### config.mk
export PLATFORM = sky130hd
export DESIGN_NAME = core_exec
export DESIGN_NICKNAME = d
export VERILOG_FILES = /design/src/hw/core_exec_pkg.sv /design/src/hw/exec_alu.sv /design/src/hw/core_exec.sv
export SDC_FILE = /design/constraint.sdc
export NUM_CORES = 1
export LEC_CHECK = 0
export BUFFER_PORTS_ARGS = -buffer_cell sky130_fd_sc_hd__buf_2
export CORE_ASPECT_RATIO = 0.8
export CORE_UTILIZATION = 35
export DETAILED_ROUTE_END_ITERATION = 6
export MAX_ROUTING_LAYER = met4
export SYNTH_ARGS = -nofsm -noshare
export SYNTH_HDL_FRONTEND = slang
export SYNTH_SLANG_ARGS = --single-unit
export TNS_END_PERCENT = 50
### constraint.sdc
create_clock -name ref_clk -period 3.1 [get_ports ref_clk]
set_clock_uncertainty 0.2 [all_clocks]
set_input_delay 0.31 -clock ref_clk [delete_from_list [all_inputs] [get_ports ref_clk]]
set_output_delay 0.31 -clock ref_clk [all_outputs]
set_load 0.02 [all_outputs]
### src/hw/core_exec_pkg.sv
/*
  Shared constants, operation codes and carrier structs for the
  instruction execution block of the 8-bit core.
  Assumes a 14-bit instruction word, 128-byte file space and a 13-bit
  program counter.
*/
package core_exec_pkg;

  // ----------------------------------------------------------------
  // Widths
  // ----------------------------------------------------------------
  localparam int WORD_W = 14;   // Instruction word
  localparam int DATA_W = 8;    // Working register and file data
  localparam int FADDR_W = 7;   // File register address field
  localparam int PC_W = 13;     // Program counter
  localparam int JUMP_W = 11;   // Branch immediate

  // ----------------------------------------------------------------
  // Field positions
  // ----------------------------------------------------------------
  localparam int DEST_BIT = 7;     // 0 = working register, 1 = file
  localparam int OPC_LO = 8;       // Six-bit opcode field 13..8
  localparam int JOPC_LO = 11;     // Three-bit branch opcode 13..11
  localparam int LATCH_LO = 3;     // Upper latch bits copied to PC
  localparam int LATCH_HI = 4;

  // ----------------------------------------------------------------
  // Opcode encodings
  // ----------------------------------------------------------------
  localparam logic [5:0] OPC_CLR = 6'h01;    // Dest bit picks file/work
  localparam logic [5:0] OPC_ORF = 6'h04;
  localparam logic [5:0] OPC_DEC = 6'h03;
  localparam logic [5:0] OPC_INC = 6'h0a;
  localparam logic [5:0] OPC_DECSZ = 6'h0b;
  localparam logic [5:0] OPC_INCSZ = 6'h0f;
  localparam logic [5:0] OPC_ORL = 6'h38;
  localparam logic [2:0] OPC_JUMP = 3'h5;

  // ----------------------------------------------------------------
  // Reset values
  // ----------------------------------------------------------------
  localparam logic [7:0] WORK_RST = 8'h00;
  localparam logic [12:0] PC_RST = 13'h0000;
  localparam logic ZERO_RST = 1'b0;
  localparam logic [7:0] CLEAR_VAL = 8'h00;

  // Decoded operation
  typedef enum logic [3:0] {
    OP_NONE, OP_CLR_FILE, OP_CLR_WORK, OP_DEC, OP_DECSZ,
    OP_INC, OP_INCSZ, OP_ORL, OP_ORF, OP_JUMP
  } op_e;

  // Instruction slot from the fetch path
  typedef struct packed {
    logic valid;
    logic [13:0] word;
  } instr_s;

  // Write request towards the file register space
  typedef struct packed {
    logic we;
    logic [6:0] addr;
    logic [7:0] data;
  } file_wr_s;

endpackage

### src/hw/exec_alu.sv
/*
  Combinational arithmetic unit for the execution block: computes the
  eight-bit result, its zero test and the skip decision.
  Assumes operands are stable within the cycle the core samples them.
*/
`timescale 1ns/1ps
module exec_alu (
  input core_exec_pkg::op_e op,
  input wire logic [7:0] work,
  input wire logic [7:0] fdata,
  input wire logic [7:0] literal,
  output logic [7:0] result,
  output logic is_zero,
  output logic skip
);

  // ----------------------------------------------------------------
  // Result selection
  // ----------------------------------------------------------------
  // Sums wrap at eight bits on purpose: 8'hff + 1 gives 8'h00
  always_comb begin
    case (op)
      core_exec_pkg::OP_CLR_FILE: result = core_exec_pkg::CLEAR_VAL;
      core_exec_pkg::OP_CLR_WORK: result = core_exec_pkg::CLEAR_VAL;
      core_exec_pkg::OP_DEC,
      core_exec_pkg::OP_DECSZ: result = 8'(fdata - 8'h01);
      core_exec_pkg::OP_INC,
      core_exec_pkg::OP_INCSZ: result = 8'(fdata + 8'h01);
      core_exec_pkg::OP_ORL: result = work | literal;
      core_exec_pkg::OP_ORF: result = work | fdata;
      default: result = work;
    endcase
  end

  // Zero test over the full eight-bit result
  assign is_zero = (result == 8'h00);

  // Only the two skipping forms act on a zero result
  assign skip = is_zero && ((op == core_exec_pkg::OP_DECSZ) ||
                            (op == core_exec_pkg::OP_INCSZ));

endmodule

### src/hw/core_exec.sv
/*
  Execution stage for a subset of the 8-bit core instruction set:
  clears, increments, decrements, skips, inclusive OR and branch.
  Holds the working register, zero flag and program counter.
  Assumes the file space answers file_rdata in the same cycle as
  file_raddr, and that fetch presents one slot per valid cycle.
*/
// Behaviour
// RL1 - Clear file: write zero, set zero flag
// RL2 - Clear work: load zero, set zero flag
// RL3 - Decrement to dest bit target, update zero
// RL4 - Decrement-skip: no flags, zero discards next
// RL5 - Increment-skip: no flags, zero discards next
// RL6 - Jump loads immediate plus latch bits, two cycles
// RL7 - OR literal into work, update zero
// RL8 - Increment to dest bit target, update zero
// RL9 - OR file with work to dest, update zero
// RL10 - Working register is eight bits wide
// RL11 - Zero flag set exactly when result zero
// RL12 - Seven-bit file address; plain ops one cycle
`timescale 1ns/1ps
module core_exec (
  input wire logic ref_clk,
  input wire logic nrst,
  input core_exec_pkg::instr_s instr,
  input wire logic [7:0] file_rdata,
  input wire logic [7:0] pc_upper_latch,
  output logic [6:0] file_raddr,
  output core_exec_pkg::file_wr_s file_wr_q,
  output logic [7:0] work_q,
  output logic zero_q,
  output logic [12:0] pc_q,
  output logic discard_q,
  output logic unknown_q
);

  // ----------------------------------------------------------------
  // Decode
  // ----------------------------------------------------------------
  core_exec_pkg::op_e op;        // Decoded operation of this slot
  logic [5:0] opc;               // Byte-op opcode field
  logic dest_file;               // Destination bit
  logic exec;                    // Slot really executes
  logic [7:0] alu_result;        // Result of the arithmetic unit
  logic alu_zero;                // Result equals zero
  logic alu_skip;                // Skip taken
  logic hold_pc_q;               // Discarded slot is a branch bubble
  logic writes_zero;             // Operation updates the zero flag

  assign opc = instr.word[core_exec_pkg::OPC_LO +: 6];
  assign dest_file = instr.word[core_exec_pkg::DEST_BIT];

  // Address field is the low seven bits for every byte op
  assign file_raddr = instr.word[6:0]; // RL12

  // Slot after a jump or taken skip runs as a no-operation
  assign exec = instr.valid && !discard_q;

  // Opcode to operation; unlisted words fall to OP_NONE
  always_comb begin
    if (instr.word[core_exec_pkg::JOPC_LO +: 3] ==
        core_exec_pkg::OPC_JUMP) begin
      op = core_exec_pkg::OP_JUMP;
    end else begin
      case (opc)
        core_exec_pkg::OPC_CLR: begin
          op = dest_file ? core_exec_pkg::OP_CLR_FILE
                         : core_exec_pkg::OP_CLR_WORK;
        end
        core_exec_pkg::OPC_DEC: op = core_exec_pkg::OP_DEC;
        core_exec_pkg::OPC_DECSZ: op = core_exec_pkg::OP_DECSZ;
        core_exec_pkg::OPC_INC: op = core_exec_pkg::OP_INC;
        core_exec_pkg::OPC_INCSZ: op = core_exec_pkg::OP_INCSZ;
        core_exec_pkg::OPC_ORL: op = core_exec_pkg::OP_ORL;
        core_exec_pkg::OPC_ORF: op = core_exec_pkg::OP_ORF;
        default: op = core_exec_pkg::OP_NONE;
      endcase
    end
  end

  // ----------------------------------------------------------------
  // Arithmetic unit
  // ----------------------------------------------------------------
  exec_alu u_alu (
    .op(op),
    .work(work_q),
    .fdata(file_rdata),
    .literal(instr.word[7:0]),
    .result(alu_result),
    .is_zero(alu_zero),
    .skip(alu_skip)
  );

  // Operations whose zero flag follows the result
  assign writes_zero = (op == core_exec_pkg::OP_DEC) ||
                       (op == core_exec_pkg::OP_INC) ||
                       (op == core_exec_pkg::OP_ORL) ||
                       (op == core_exec_pkg::OP_ORF);

  // ----------------------------------------------------------------
  // Working register
  // ----------------------------------------------------------------
  // Eight bits, the same width as a literal operand
  always_ff @(posedge ref_clk) begin // RL10
    if (!nrst) begin
      work_q <= core_exec_pkg::WORK_RST;
    end else if (exec) begin
      case (op)
        core_exec_pkg::OP_CLR_WORK: work_q <= alu_result; // RL2
        core_exec_pkg::OP_ORL: work_q <= alu_result; // RL7
        core_exec_pkg::OP_DEC, core_exec_pkg::OP_DECSZ,
        core_exec_pkg::OP_INC, core_exec_pkg::OP_INCSZ,
        core_exec_pkg::OP_ORF: begin
          // Destination bit clear sends the result here
          if (!dest_file) begin
            work_q <= alu_result; // RL3 RL8 RL9
          end
        end
        default: ;
      endcase
    end
  end

  // ----------------------------------------------------------------
  // File write request
  // ----------------------------------------------------------------
  // Registered one cycle late; the file space applies it at once, so
  // a dependent read in the next slot must be forwarded outside
  always_ff @(posedge ref_clk) begin
    if (!nrst) begin
      file_wr_q <= '0;
    end else begin
      file_wr_q.addr <= instr.word[6:0];
      file_wr_q.data <= alu_result;
      case (op)
        core_exec_pkg::OP_CLR_FILE: file_wr_q.we <= exec; // RL1
        core_exec_pkg::OP_DEC, core_exec_pkg::OP_DECSZ,
        core_exec_pkg::OP_INC, core_exec_pkg::OP_INCSZ,
        core_exec_pkg::OP_ORF: begin
          file_wr_q.we <= exec && dest_file; // RL3 RL4 RL5 RL8 RL9
        end
        default: file_wr_q.we <= 1'b0;
      endcase
    end
  end

  // ----------------------------------------------------------------
  // Zero flag
  // ----------------------------------------------------------------
  // Skips and jumps leave it untouched
  always_ff @(posedge ref_clk) begin
    if (!nrst) begin
      zero_q <= core_exec_pkg::ZERO_RST;
    end else if (exec) begin
      if (op == core_exec_pkg::OP_CLR_FILE ||
          op == core_exec_pkg::OP_CLR_WORK) begin
        zero_q <= 1'b1; // RL1 RL2
      end else if (writes_zero) begin
        zero_q <= alu_zero; // RL11
      end
    end
  end

  // ----------------------------------------------------------------
  // Program counter and discard slot
  // ----------------------------------------------------------------
  // A jump bubble holds the counter; a skipped word still advances it
  always_ff @(posedge ref_clk) begin
    if (!nrst) begin
      pc_q <= core_exec_pkg::PC_RST;
    end else if (exec && op == core_exec_pkg::OP_JUMP) begin
      pc_q <= {pc_upper_latch[core_exec_pkg::LATCH_HI:
                              core_exec_pkg::LATCH_LO],
               instr.word[core_exec_pkg::JUMP_W-1:0]}; // RL6
    end else if (instr.valid && !(discard_q && hold_pc_q)) begin
      pc_q <= 13'(pc_q + 13'h0001);
    end
  end

  // Second cycle of a jump or taken skip
  always_ff @(posedge ref_clk) begin
    if (!nrst) begin
      discard_q <= 1'b0;
      hold_pc_q <= 1'b0;
    end else if (exec) begin
      discard_q <= alu_skip || (op == core_exec_pkg::OP_JUMP); // RL4 RL5 RL6
      hold_pc_q <= (op == core_exec_pkg::OP_JUMP);
    end else if (instr.valid) begin
      discard_q <= 1'b0;
      hold_pc_q <= 1'b0;
    end
  end

  // Words outside this subset are flagged and run as no-operation
  always_ff @(posedge ref_clk) begin
    if (!nrst) begin
      unknown_q <= 1'b0;
    end else begin
      unknown_q <= exec && (op == core_exec_pkg::OP_NONE);
    end
  end
endmodule

==> results.toml, run 1 <==
[finish]
fill_cells = 712
layout_commonest_cell = "buf_2"
mostFrequentLayoutCells = "buf_2, dfxtp_1, nand2_1"
syn_to_final_growth_pct = 22.9
drive_gt1_share_pct = 27.5
design_area_um2 = 3120
fin_nets = 437
diodes = 0

[synthesis]
syn_avg_cell_area_um2 = 7.82
async_flop_share_pct = 0
seq_area_frac_synth_pct = 32.4
syn_area_um2 = 2530
synth_cells = 324
yosysUniqueCellTypes = 58
synthFlopType = "dfxtp_1"
synth_nets = 365
synth_edf_count = 0
ys_warn_count = 0
ys_ff_latch = 41

[timing]
hold_viol = 0
max_freq_mhz = 361
layout_min_cycle_time_ns = 2.77
post-route-period-util_pct = 89.4
finalSetupTns_ns = 0
rsz0062_at_grt = "no"
slew_violations = 0
maxSlewHeadroom_pct = 56.9
worstMarginPinSlew_ns = 0.637
setup_viol = 0

[clocking]
postCtsHoldBufs = 0
clock-root-buffer = "clkbuf_8"
cts_buffers = 5
htree_levels = 2
clock_latency_ns = 0.30
cts_tree = "done"
ctsLongestPathBuffers = 2
cts_resized = 0
post-cts-setup-buffers = 0
clock_sinks = 41
path_clk_slew_ns = 0.09

[critical_path]
reg2reg_setup_slack_ns = 0.99
critPathKind = "in -> reg"
cp.arrival_ns = 2.78
critical-path-max-stage-delay_ns = 0.43
path_max_fanout = 8
end_kind = "flop"
r2r-start = "pc_q[0]"
reg2regPathDepth = 7
critPathLaunch = "instr[10]"
r2r-end = "pc_q[12]"
crit_path_end = "discard_q"
cp_cell_sequence = "buf_2 > nand2b_1 > nand4_1 > buf_4 > fa_1 > a211oi_1 > o21bai_1 > a21oi_1 > xnor2_1 > a2bb2oi_2 > nand3_1 > o41ai_1"
cp.required_ns = 3.11
startpoint_type = "primary input"
cpMaxStageDelayCell = "fa_1"

[power_and_ir_drop]
irDropWorstVdd_mv = 0.214
power.total_mw = 1.26
leakagePower_nw = 1.40
power_density_nw_per_um2 = 403

[placement]
portBuffers = 73
place.gp.congestion = 0.850
place_area_um2 = 3000
dp_hpwl_um = 5540

[route]
routed_wl_um = 7410
wl_per_cell_um = 15.3
vias_per_cell = 5.34
drt_iter0_drc = 199
firstDrtPassIters = 4
route.detailed.drc = 0
vias = 2586
ant_nets = 0

[floorplanning]
die_w_um = 97.2
ios = 80
die-area_um2 = 7590
coreArea_um2 = 6960
fp-row-count = 27
fp.dieH_um = 78.1
initial_core_util_pct = 36.4

[global_route]
track_usage_pct = 20.4
antenna_found_initial = 0
grt-ovfl-total = 0
grt_max_degree = 42
grt_pass1_vias = 2375
grt_pass1_wl_um = 12000

[status]
status = "complete, no violations"

[worst_hold_path]
hold_class = "in -> reg"

[run]
drv_cap = 0
==> registers in the layout, summed over array words and instances, names as in the netlist <==
signal / cells
file_wr_q: 16
pc_q: 13
work_q: 8
discard_q: 1
hold_pc_q: 1
unknown_q: 1
zero_q: 1
==> logic make-up (layout without fill, tap and decap cells) <==
group	Yosys count	after routing	share of synthesized area, %
and+or+nand+nor	135	135	27.4
AOI/OAI and AO/OA	100	100	26.8
DFF	41	41	32.4
buffers and inverters	33	106	6.71
adders and majority gates	8	8	4.24
xor gates and xnor gates	6	6	2.07
muxes	1	1	0.395
==> cell type report <==
cell class / instances / area, um2 / share of cell area [%]
clock buffer: 5 / 68.8 / 2.21
tap: 87 / 109 / 3.49
multi-input combinational: 250 / 1550 / 49.8
timing repair buffer: 89 / 485 / 15.6
clock inverter: 3 / 46.3 / 1.49
inverter: 9 / 33.8 / 1.08
sequential: 41 / 821 / 26.3
==> power breakdown <==
part / internal (mW) / switching, mW / total, mW
registers: 0.543 / 0.0105 / 0.554
clock network: 0.241 / 0.219 / 0.460
logic: 0.0948 / 0.148 / 0.243
==> routing by layer <==
| metal | global-route usage (%) | part of all wire, % |
|---|---|---|
| met3 | 4.10 | 5.0 |
| met5 | - | 0 |
| met4 | 6.57 | 1.2 |
| met1 | 28.7 | 51 |
| met2 | 28.9 | 43 |
==> cell usage after synthesis, types with 2 or more instances <==
cell	count	area [um2]
nor2_1	28	105
buf_4	9	67.6
a21oi_1	27	135
a22oi_1	4	30.0
a221oi_1	3	26.3
o211a_1	7	70.1
ha_1	7	87.6
o22ai_1	5	31.3
nor3_1	10	50.1
and2_1	17	106
a21boi_1	2	15.0
nand4_1	2	12.5
nor2b_1	11	68.8
inv_1	9	33.8
or4_1	2	15.0
or3b_1	2	17.5
o21a_1	4	30.0
xnor2_1	5	43.8
nand2_1	33	124
clkbuf_1	10	37.5
nand2b_1	4	25.0
o21ai_0	17	85.1
o221a_2	4	45.0
a21o_1	3	22.5
nand3_1	14	70.1
o41ai_1	2	17.5
o21ai_1	7	35.0
a31oi_1	2	12.5
dfxtp_1	41	821
a41oi_1	2	17.5
buf_2	4	20.0
==> per-stage QoR <==
stage	hold WS, ns	setup slack, ns	util (%)	std cells
3_3_place_gp	0.256	0.131	43.1	476
6_report	0.0757	0.327	44.8	484
2_1_floorplan	0.232	0.0592	-	324
5_1_grt	0.0742	0.184	44.8	484
4_1_cts	0.0782	0.356	44.8	484
3_5_place_dp	0.267	0.0371	43.1	476
==> worst min path at each step <==
| stage | to | slack, ns | from | cells past startpoint |
|---|---|---|---|---|
| 6_report | file_wr_q[8] | 0.08 | instr[0] | 2 |
| 5_1_grt | file_wr_q[8] | 0.07 | instr[0] | 2 |
| 3_3_place_gp | hold_pc_q | 0.26 | hold_pc_q | 2 |
| 4_1_cts | file_wr_q[8] | 0.08 | instr[0] | 2 |
| 3_5_place_dp | hold_pc_q | 0.27 | hold_pc_q | 2 |
| 2_1_floorplan | file_wr_q[10] | 0.23 | instr[2] | 1 |
==> worst max-delay path, delay by kind of cell <==
family                   cells  cell delay, ns
AO/OA/AOI/OAI                5            1.22
AND/OR/NAND/NOR              3            0.43
XOR/XNOR                     1            0.10
buffers and inverters        2            0.29
adder cells (fa/ha/maj)      1            0.43
Note: power is estimated with default switching activity, not from simulation.
==> run 2: changes to the inputs <==
--- a/config.mk
+++ b/config.mk
@@ -6,10 +6,13 @@
 export NUM_CORES = 1
 export LEC_CHECK = 0
 export BUFFER_PORTS_ARGS = -buffer_cell sky130_fd_sc_hd__buf_2
+export CELL_PAD_IN_SITES_DETAIL_PLACEMENT = 0
+export CELL_PAD_IN_SITES_GLOBAL_PLACEMENT = 1
 export CORE_ASPECT_RATIO = 0.8
-export CORE_UTILIZATION = 35
+export CORE_UTILIZATION = 33
 export DETAILED_ROUTE_END_ITERATION = 6
 export MAX_ROUTING_LAYER = met4
+export PLACE_DENSITY_LB_ADDON = 0.1
 export SYNTH_ARGS = -nofsm -noshare
 export SYNTH_HDL_FRONTEND = slang
 export SYNTH_SLANG_ARGS = --single-unit
==> run 2 against run 1 <==
Global-route usage shrank 1.0 points. Hold slack is essentially flat. Die area grew 5.9%. Wire length grew 0.49%. Core utilization decreased by 1.8 points. Register-to-register slack got worse by 0.07 ns. Fmax increased by 5.6%. Design area rose by 2.3%. Largest cell class unchanged. Largest power group unchanged.
==> results.toml, run 2 (synthesis gave the netlist of run 1 again) <==
[floorplanning]
initial_core_util_pct = 34.1
die-area_um2 = 8040
fp-row-count = 28
coreArea_um2 = 7430
die_w_um = 100
ios = 80
fp.dieH_um = 80.4

[power_and_ir_drop]
p_sw_uw = 359
swShare_pct = 28.4
leakagePower_nw = 1.43
power_density_nw_per_um2 = 396
p_int_uw = 904
p_clk_share_pct = 36.8
irDropWorstVdd_mv = 0.234
p_seq_share_pct = 43.9
combinationalPowerShare_pct = 19.3

[finish]
mostFrequentLayoutCells = "buf_2, dfxtp_1, nand2_1"
drive_gt1_share_pct = 28.5
largest_reg_flops = 16
fill_cells = 822
max_flop_register = "file_wr_q"
layout_commonest_cell = "buf_2"
diodes = 0
top_regs = "file_wr_q x16, pc_q x13, work_q x8"
syn_to_final_growth_pct = 25.8
instances_no_fill = 508
fin_nets = 443

[critical_path]
path_buf_inv = 2
cp_cell_sequence = "buf_2 > or2b_1 > nand4_1 > buf_4 > fa_1 > a211oi_1 > o21bai_1 > a21oi_1 > xnor2_1 > a2bb2oi_2 > nand3_1 > o41ai_1"
end_kind = "flop"
critical-path-max-stage-delay_ns = 0.41
critPathKind = "in -> reg"
r2r-end = "pc_q[12]"
reg2regPathDepth = 7
cp.required_ns = 3.10
cpMaxStageDelayCell = "fa_1"
r2r-start = "pc_q[0]"
path_max_fanout = 8
cp.arrival_ns = 2.62
startpoint_type = "primary input"
crit_family = "compound AO/OA/AOI/OAI gates"
reg2reg_setup_slack_ns = 0.92

[placement]
dp_hpwl_um = 5720
portBuffers = 73
dp_cells = 500
pre_cts_ws_ns = 0.143
place.gp.congestion = 0.832

[global_route]
grt_max_degree = 42
grt-ovfl-total = 0
grt_pass1_vias = 2301
grt_pass1_wl_um = 11700
track_usage_pct = 19.3
antenna_found_initial = 0

[worst_hold_path]
hold_class = "in -> reg"
hp-start = "instr[0]"
whs_endpoint = "file_wr_q[8]"
worstHoldPathCells = 2

[clocking]
clock_sinks = 41
htree_levels = 2
clock_latency_ns = 0.29
ctsLongestPathBuffers = 2
path_clk_slew_ns = 0.09
clock-root-buffer = "clkbuf_8"
cts_tree = "done"
cts_buffers = 5
postCtsHoldBufs = 0
cts_resized = 0
post-cts-setup-buffers = 0

[timing]
rsz0062_at_grt = "no"
slew_violations = 0
maxSlewHeadroom_pct = 58.5
setup_viol = 0
hold_viol = 0
finalSetupTns_ns = 0
post-route-period-util_pct = 84.7
fin_ws_ns = 0.474
layout_min_cycle_time_ns = 2.63
worstMarginPinSlew_ns = 0.623
max_freq_mhz = 381

[route]
wl_per_cell_um = 14.7
vias_per_cell = 5.14
routed_wl_um = 7440
drt_iter0_drc = 93
ant_nets = 0
vias = 2611
firstDrtPassIters = 4
route.detailed.drc = 0

[status]
status = "complete, no violations"

[run]
drv_cap = 0
==> run 2: cell types whose count changed in the layout (fill, tap and decap cells not counted), sizes merged <==
cell | previous run | this run
buf | 89 | 95
clkinv | 1 | 0
clkbuf | 5 | 6
==> run 2: how the worst max path moves through the flow <==
stage | startpoint | endpoint | slack [ns] | cells after the start
5_1_grt | instr[10] | discard_q | 0.20 | 12
6_report | instr[10] | zero_q | 0.47 | 12
2_1_floorplan | instr[13] | discard_q | 0.06 | 11
3_3_place_gp | instr[10] | discard_q | 0.20 | 12
3_5_place_dp | instr[10] | zero_q | 0.14 | 12
4_1_cts | instr[10] | discard_q | 0.46 | 12
==> run 2: routing by layer <==
metal | vias to the layer above | part of all wire, % | global-route usage [%]
li1 | 1317 | - | -
met1 | 1223 | 52 | 27.5
met2 | 67 | 43 | 29.0
met3 | 4 | 4.5 | 3.13
met4 | 0 | 0.43 | 3.48
met5 | - | 0 | -
==> run 2: layout make-up <==
class	count	area [um2]	share of cell area, %
Multi-Input combinational cell	250	1550	48.7
Sequential cell	41	821	25.7
Timing Repair Buffer	95	531	16.6
Tap cell	105	131	4.12
Clock buffer	6	82.6	2.59
Clock inverter	2	37.5	1.18
Inverter	9	33.8	1.06
==> run 2: power by group through the flow <==
stage                     Combinational (mW)  Sequential [mW]  Clock (mW)
after global placement                 0.244            0.567           0
after detailed placement               0.245            0.567           0
after CTS                              0.246            0.554       0.478
after global routing                   0.269            0.557       0.504
final                                  0.244            0.554       0.464
after floorplan                        0.138            0.587           0
==> run 2: worst reg2reg max path: stages, from the launching register on <==
cell     delay [ns]
dfxtp_1        0.43
ha_1           0.21
nand3_1        0.20
nor3_1         0.51
nand3_1        0.19
a21oi_1        0.17
o21ai_0        0.09
a21oi_1        0.12
==> run 2: per-stage QoR <==
step / cell area [um2] / utilization, % / total power, mW / hold slack (ns)
3_5_place_dp: 3070 / 41.3 / 0.812 / 0.263
2_1_floorplan: 2540 / - / 0.724 / 0.232
5_1_grt: 3190 / 42.9 / 1.33 / 0.0701
6_report: 3190 / 42.9 / 1.26 / 0.0756
4_1_cts: 3190 / 42.9 / 1.28 / 0.0742
3_3_place_gp: 3070 / 41.3 / 0.811 / 0.256
==> run 3: changes to the inputs <==
--- a/config.mk
+++ b/config.mk
@@ -9,7 +9,7 @@
 export CELL_PAD_IN_SITES_DETAIL_PLACEMENT = 0
 export CELL_PAD_IN_SITES_GLOBAL_PLACEMENT = 1
 export CORE_ASPECT_RATIO = 0.8
-export CORE_UTILIZATION = 33
+export CORE_UTILIZATION = 35
 export DETAILED_ROUTE_END_ITERATION = 6
 export MAX_ROUTING_LAYER = met4
 export PLACE_DENSITY_LB_ADDON = 0.1
==> constraint.sdc (replaced) <==
create_clock -name ref_clk -period 2.55 [get_ports ref_clk]
set_clock_uncertainty 0.2 [all_clocks]
set_input_delay 0.255 -clock ref_clk [delete_from_list [all_inputs] [get_ports ref_clk]]
set_output_delay 0.255 -clock ref_clk [all_outputs]
set_load 0.02 [all_outputs]
==> run 3 against run 2 <==
Global-route usage grew 2.0 points. Non-clock buffer count grew 15. Hold slack lost 0.048 ns. Core utilization grew 5.0 points. Design area grew 4.5%. Final cell count shrank 0.59%. Register-to-register slack lost 0.37 ns. Via count grew 1.5%. Power grew 13%. Largest cell class unchanged. Largest power group unchanged.
==> results.toml, run 3 (synthesis gave the netlist of run 1 again) <==
[status]
status = "complete, no violations"

[floorplanning]
initial_core_util_pct = 36.4
fp-row-count = 27
coreArea_um2 = 6960
ios = 80
fp.dieH_um = 78.1
die_w_um = 97.2
die-area_um2 = 7590

[worst_hold_path]
worstHoldPathCells = 2
hp-start = "instr[1]"
hold_class = "in -> reg"
whs_endpoint = "file_wr_q[9]"

[timing]
worstMarginPinSlew_ns = 0.718
hold_viol = 0
layout_min_cycle_time_ns = 2.43
max_freq_mhz = 411
finalSetupTns_ns = 0
slew_violations = 0
setup_viol = 0
maxSlewHeadroom_pct = 51.8
post-route-period-util_pct = 95.3

[clocking]
post-cts-setup-buffers = 0
clock_latency_ns = 0.29
htree_levels = 2
cts_tree = "done"
clock-root-buffer = "clkbuf_8"
path_clk_slew_ns = 0.08
cts_buffers = 5
ctsLongestPathBuffers = 2
clock_sinks = 41

[placement]
portBuffers = 73
place.gp.congestion = 0.834
dp_hpwl_um = 5700

[finish]
syn_to_final_growth_pct = 31.4
drive_gt1_share_pct = 33.5
layout.area.seq_um2 = 821
top_regs = "file_wr_q x16, pc_q x13, work_q x8"
diodes = 0
multi_input_area_um2 = 1630
fin_nets = 458
fill_cells = 728
mostFrequentLayoutCells = "buf_2, dfxtp_1, buf_4"
layout_commonest_cell = "buf_2"
fin_util_pct = 47.9
largest_reg_flops = 16
max_flop_register = "file_wr_q"

[power_and_ir_drop]
irDropWorstVdd_mv = 0.286
leakagePower_nw = 1.51
power_density_nw_per_um2 = 427
power.total_mw = 1.42

[critical_path]
r2r-end = "pc_q[11]"
reg2regPathDepth = 5
critPathKind = "in -> reg"
cp_cell_sequence = "buf_2 > or2b_1 > nand4_1 > buf_6 > fa_2 > a211oi_4 > o21bai_1 > a21oi_1 > xnor2_1 > a2bb2oi_2 > nand3_1 > o41ai_1"
reg2reg_setup_slack_ns = 0.55
path_max_fanout = 6
r2r-start = "discard_q"
critical-path-max-stage-delay_ns = 0.39
cp.required_ns = 2.53
cpMaxStageDelayCell = "fa_2"
cp.arrival_ns = 2.41
end_kind = "flop"
startpoint_type = "primary input"

[route]
firstDrtPassIters = 4
routed_wl_um = 7430
ant_nets = 0
drt_iter0_drc = 92
vias = 2651
route.detailed.drc = 0
wl_per_cell_um = 14.7
vias_per_cell = 5.25

[global_route]
grt_max_degree = 42
grt_pass1_wl_um = 12600
antenna_found_initial = 0
grt-ovfl-total = 0
grt_pass1_vias = 2465
track_usage_pct = 21.3

[run]
drv_cap = 0
[run 3: final cells by class]
| cell class | count | share of cell area [%] |
|---|---|---|
| clock buffers | 6 | 2.18 |
| clock inverters | 2 | 0.300 |
| inverters | 9 | 1.01 |
| multi-input cells | 250 | 48.8 |
| flip-flops and latches | 41 | 24.6 |
| well taps | 87 | 3.27 |
| repair buffers | 110 | 19.8 |
[run 3: worst max-delay path by stage]
stage / startpoint / slack (ns) / to
finish: instr[10] / 0.12 / zero_q
global route: instr[10] / -0.02 / zero_q
CTS: instr[8] / 0.08 / zero_q
detailed placement: instr[8] / -0.21 / discard_q
global placement: instr[8] / -0.16 / discard_q
floorplan: instr[12] / -0.26 / discard_q
[run 3: through the flow]
step | instance area [um2] | hold WS [ns] | instances | setup WS (ns)
after floorplan | 2610 | 0.177 | 324 | -0.260
after global placement | 3220 | 0.258 | 497 | -0.159
after detailed placement | 3220 | 0.266 | 497 | -0.209
after CTS | 3300 | 0.0188 | 505 | 0.0757
after global routing | 3330 | 0.0339 | 505 | -0.0162
final | 3330 | 0.0277 | 505 | 0.119
[run 3: timing repair]
action                     CTS  global route
gates resized for setup      0             6
setup endpoints to repair    0             3
hold buffers                 0             0
[run 3: layer usage]
layer | vias to the layer above | wire length, um | GRT usage, % | part of all wire, %
li1 | 1351 | - | - | -
met1 | 1230 | 3880 | 30.5 | 52
met2 | 62 | 3130 | 31.1 | 42
met3 | 8 | 300 | 3.47 | 4.0
met4 | 0 | 117 | 5.37 | 1.6
met5 | - | 0 | - | 0
[run 3: report_power, final]
part	internal (mW)	switching (mW)	total, mW
clock	0.190	0.226	0.416
combinational	0.143	0.189	0.331
sequential	0.661	0.0138	0.674
total	0.993	0.428	1.42
[run 3: worst max-delay path, delay by kind of cell]
family	cells	cell delay, ns
AOI/OAI and AO/OA	5	0.94
xor gates and xnor gates	1	0.12
adders and majority gates	1	0.39
buffers and inverters	2	0.27
and+or+nand+nor	3	0.42
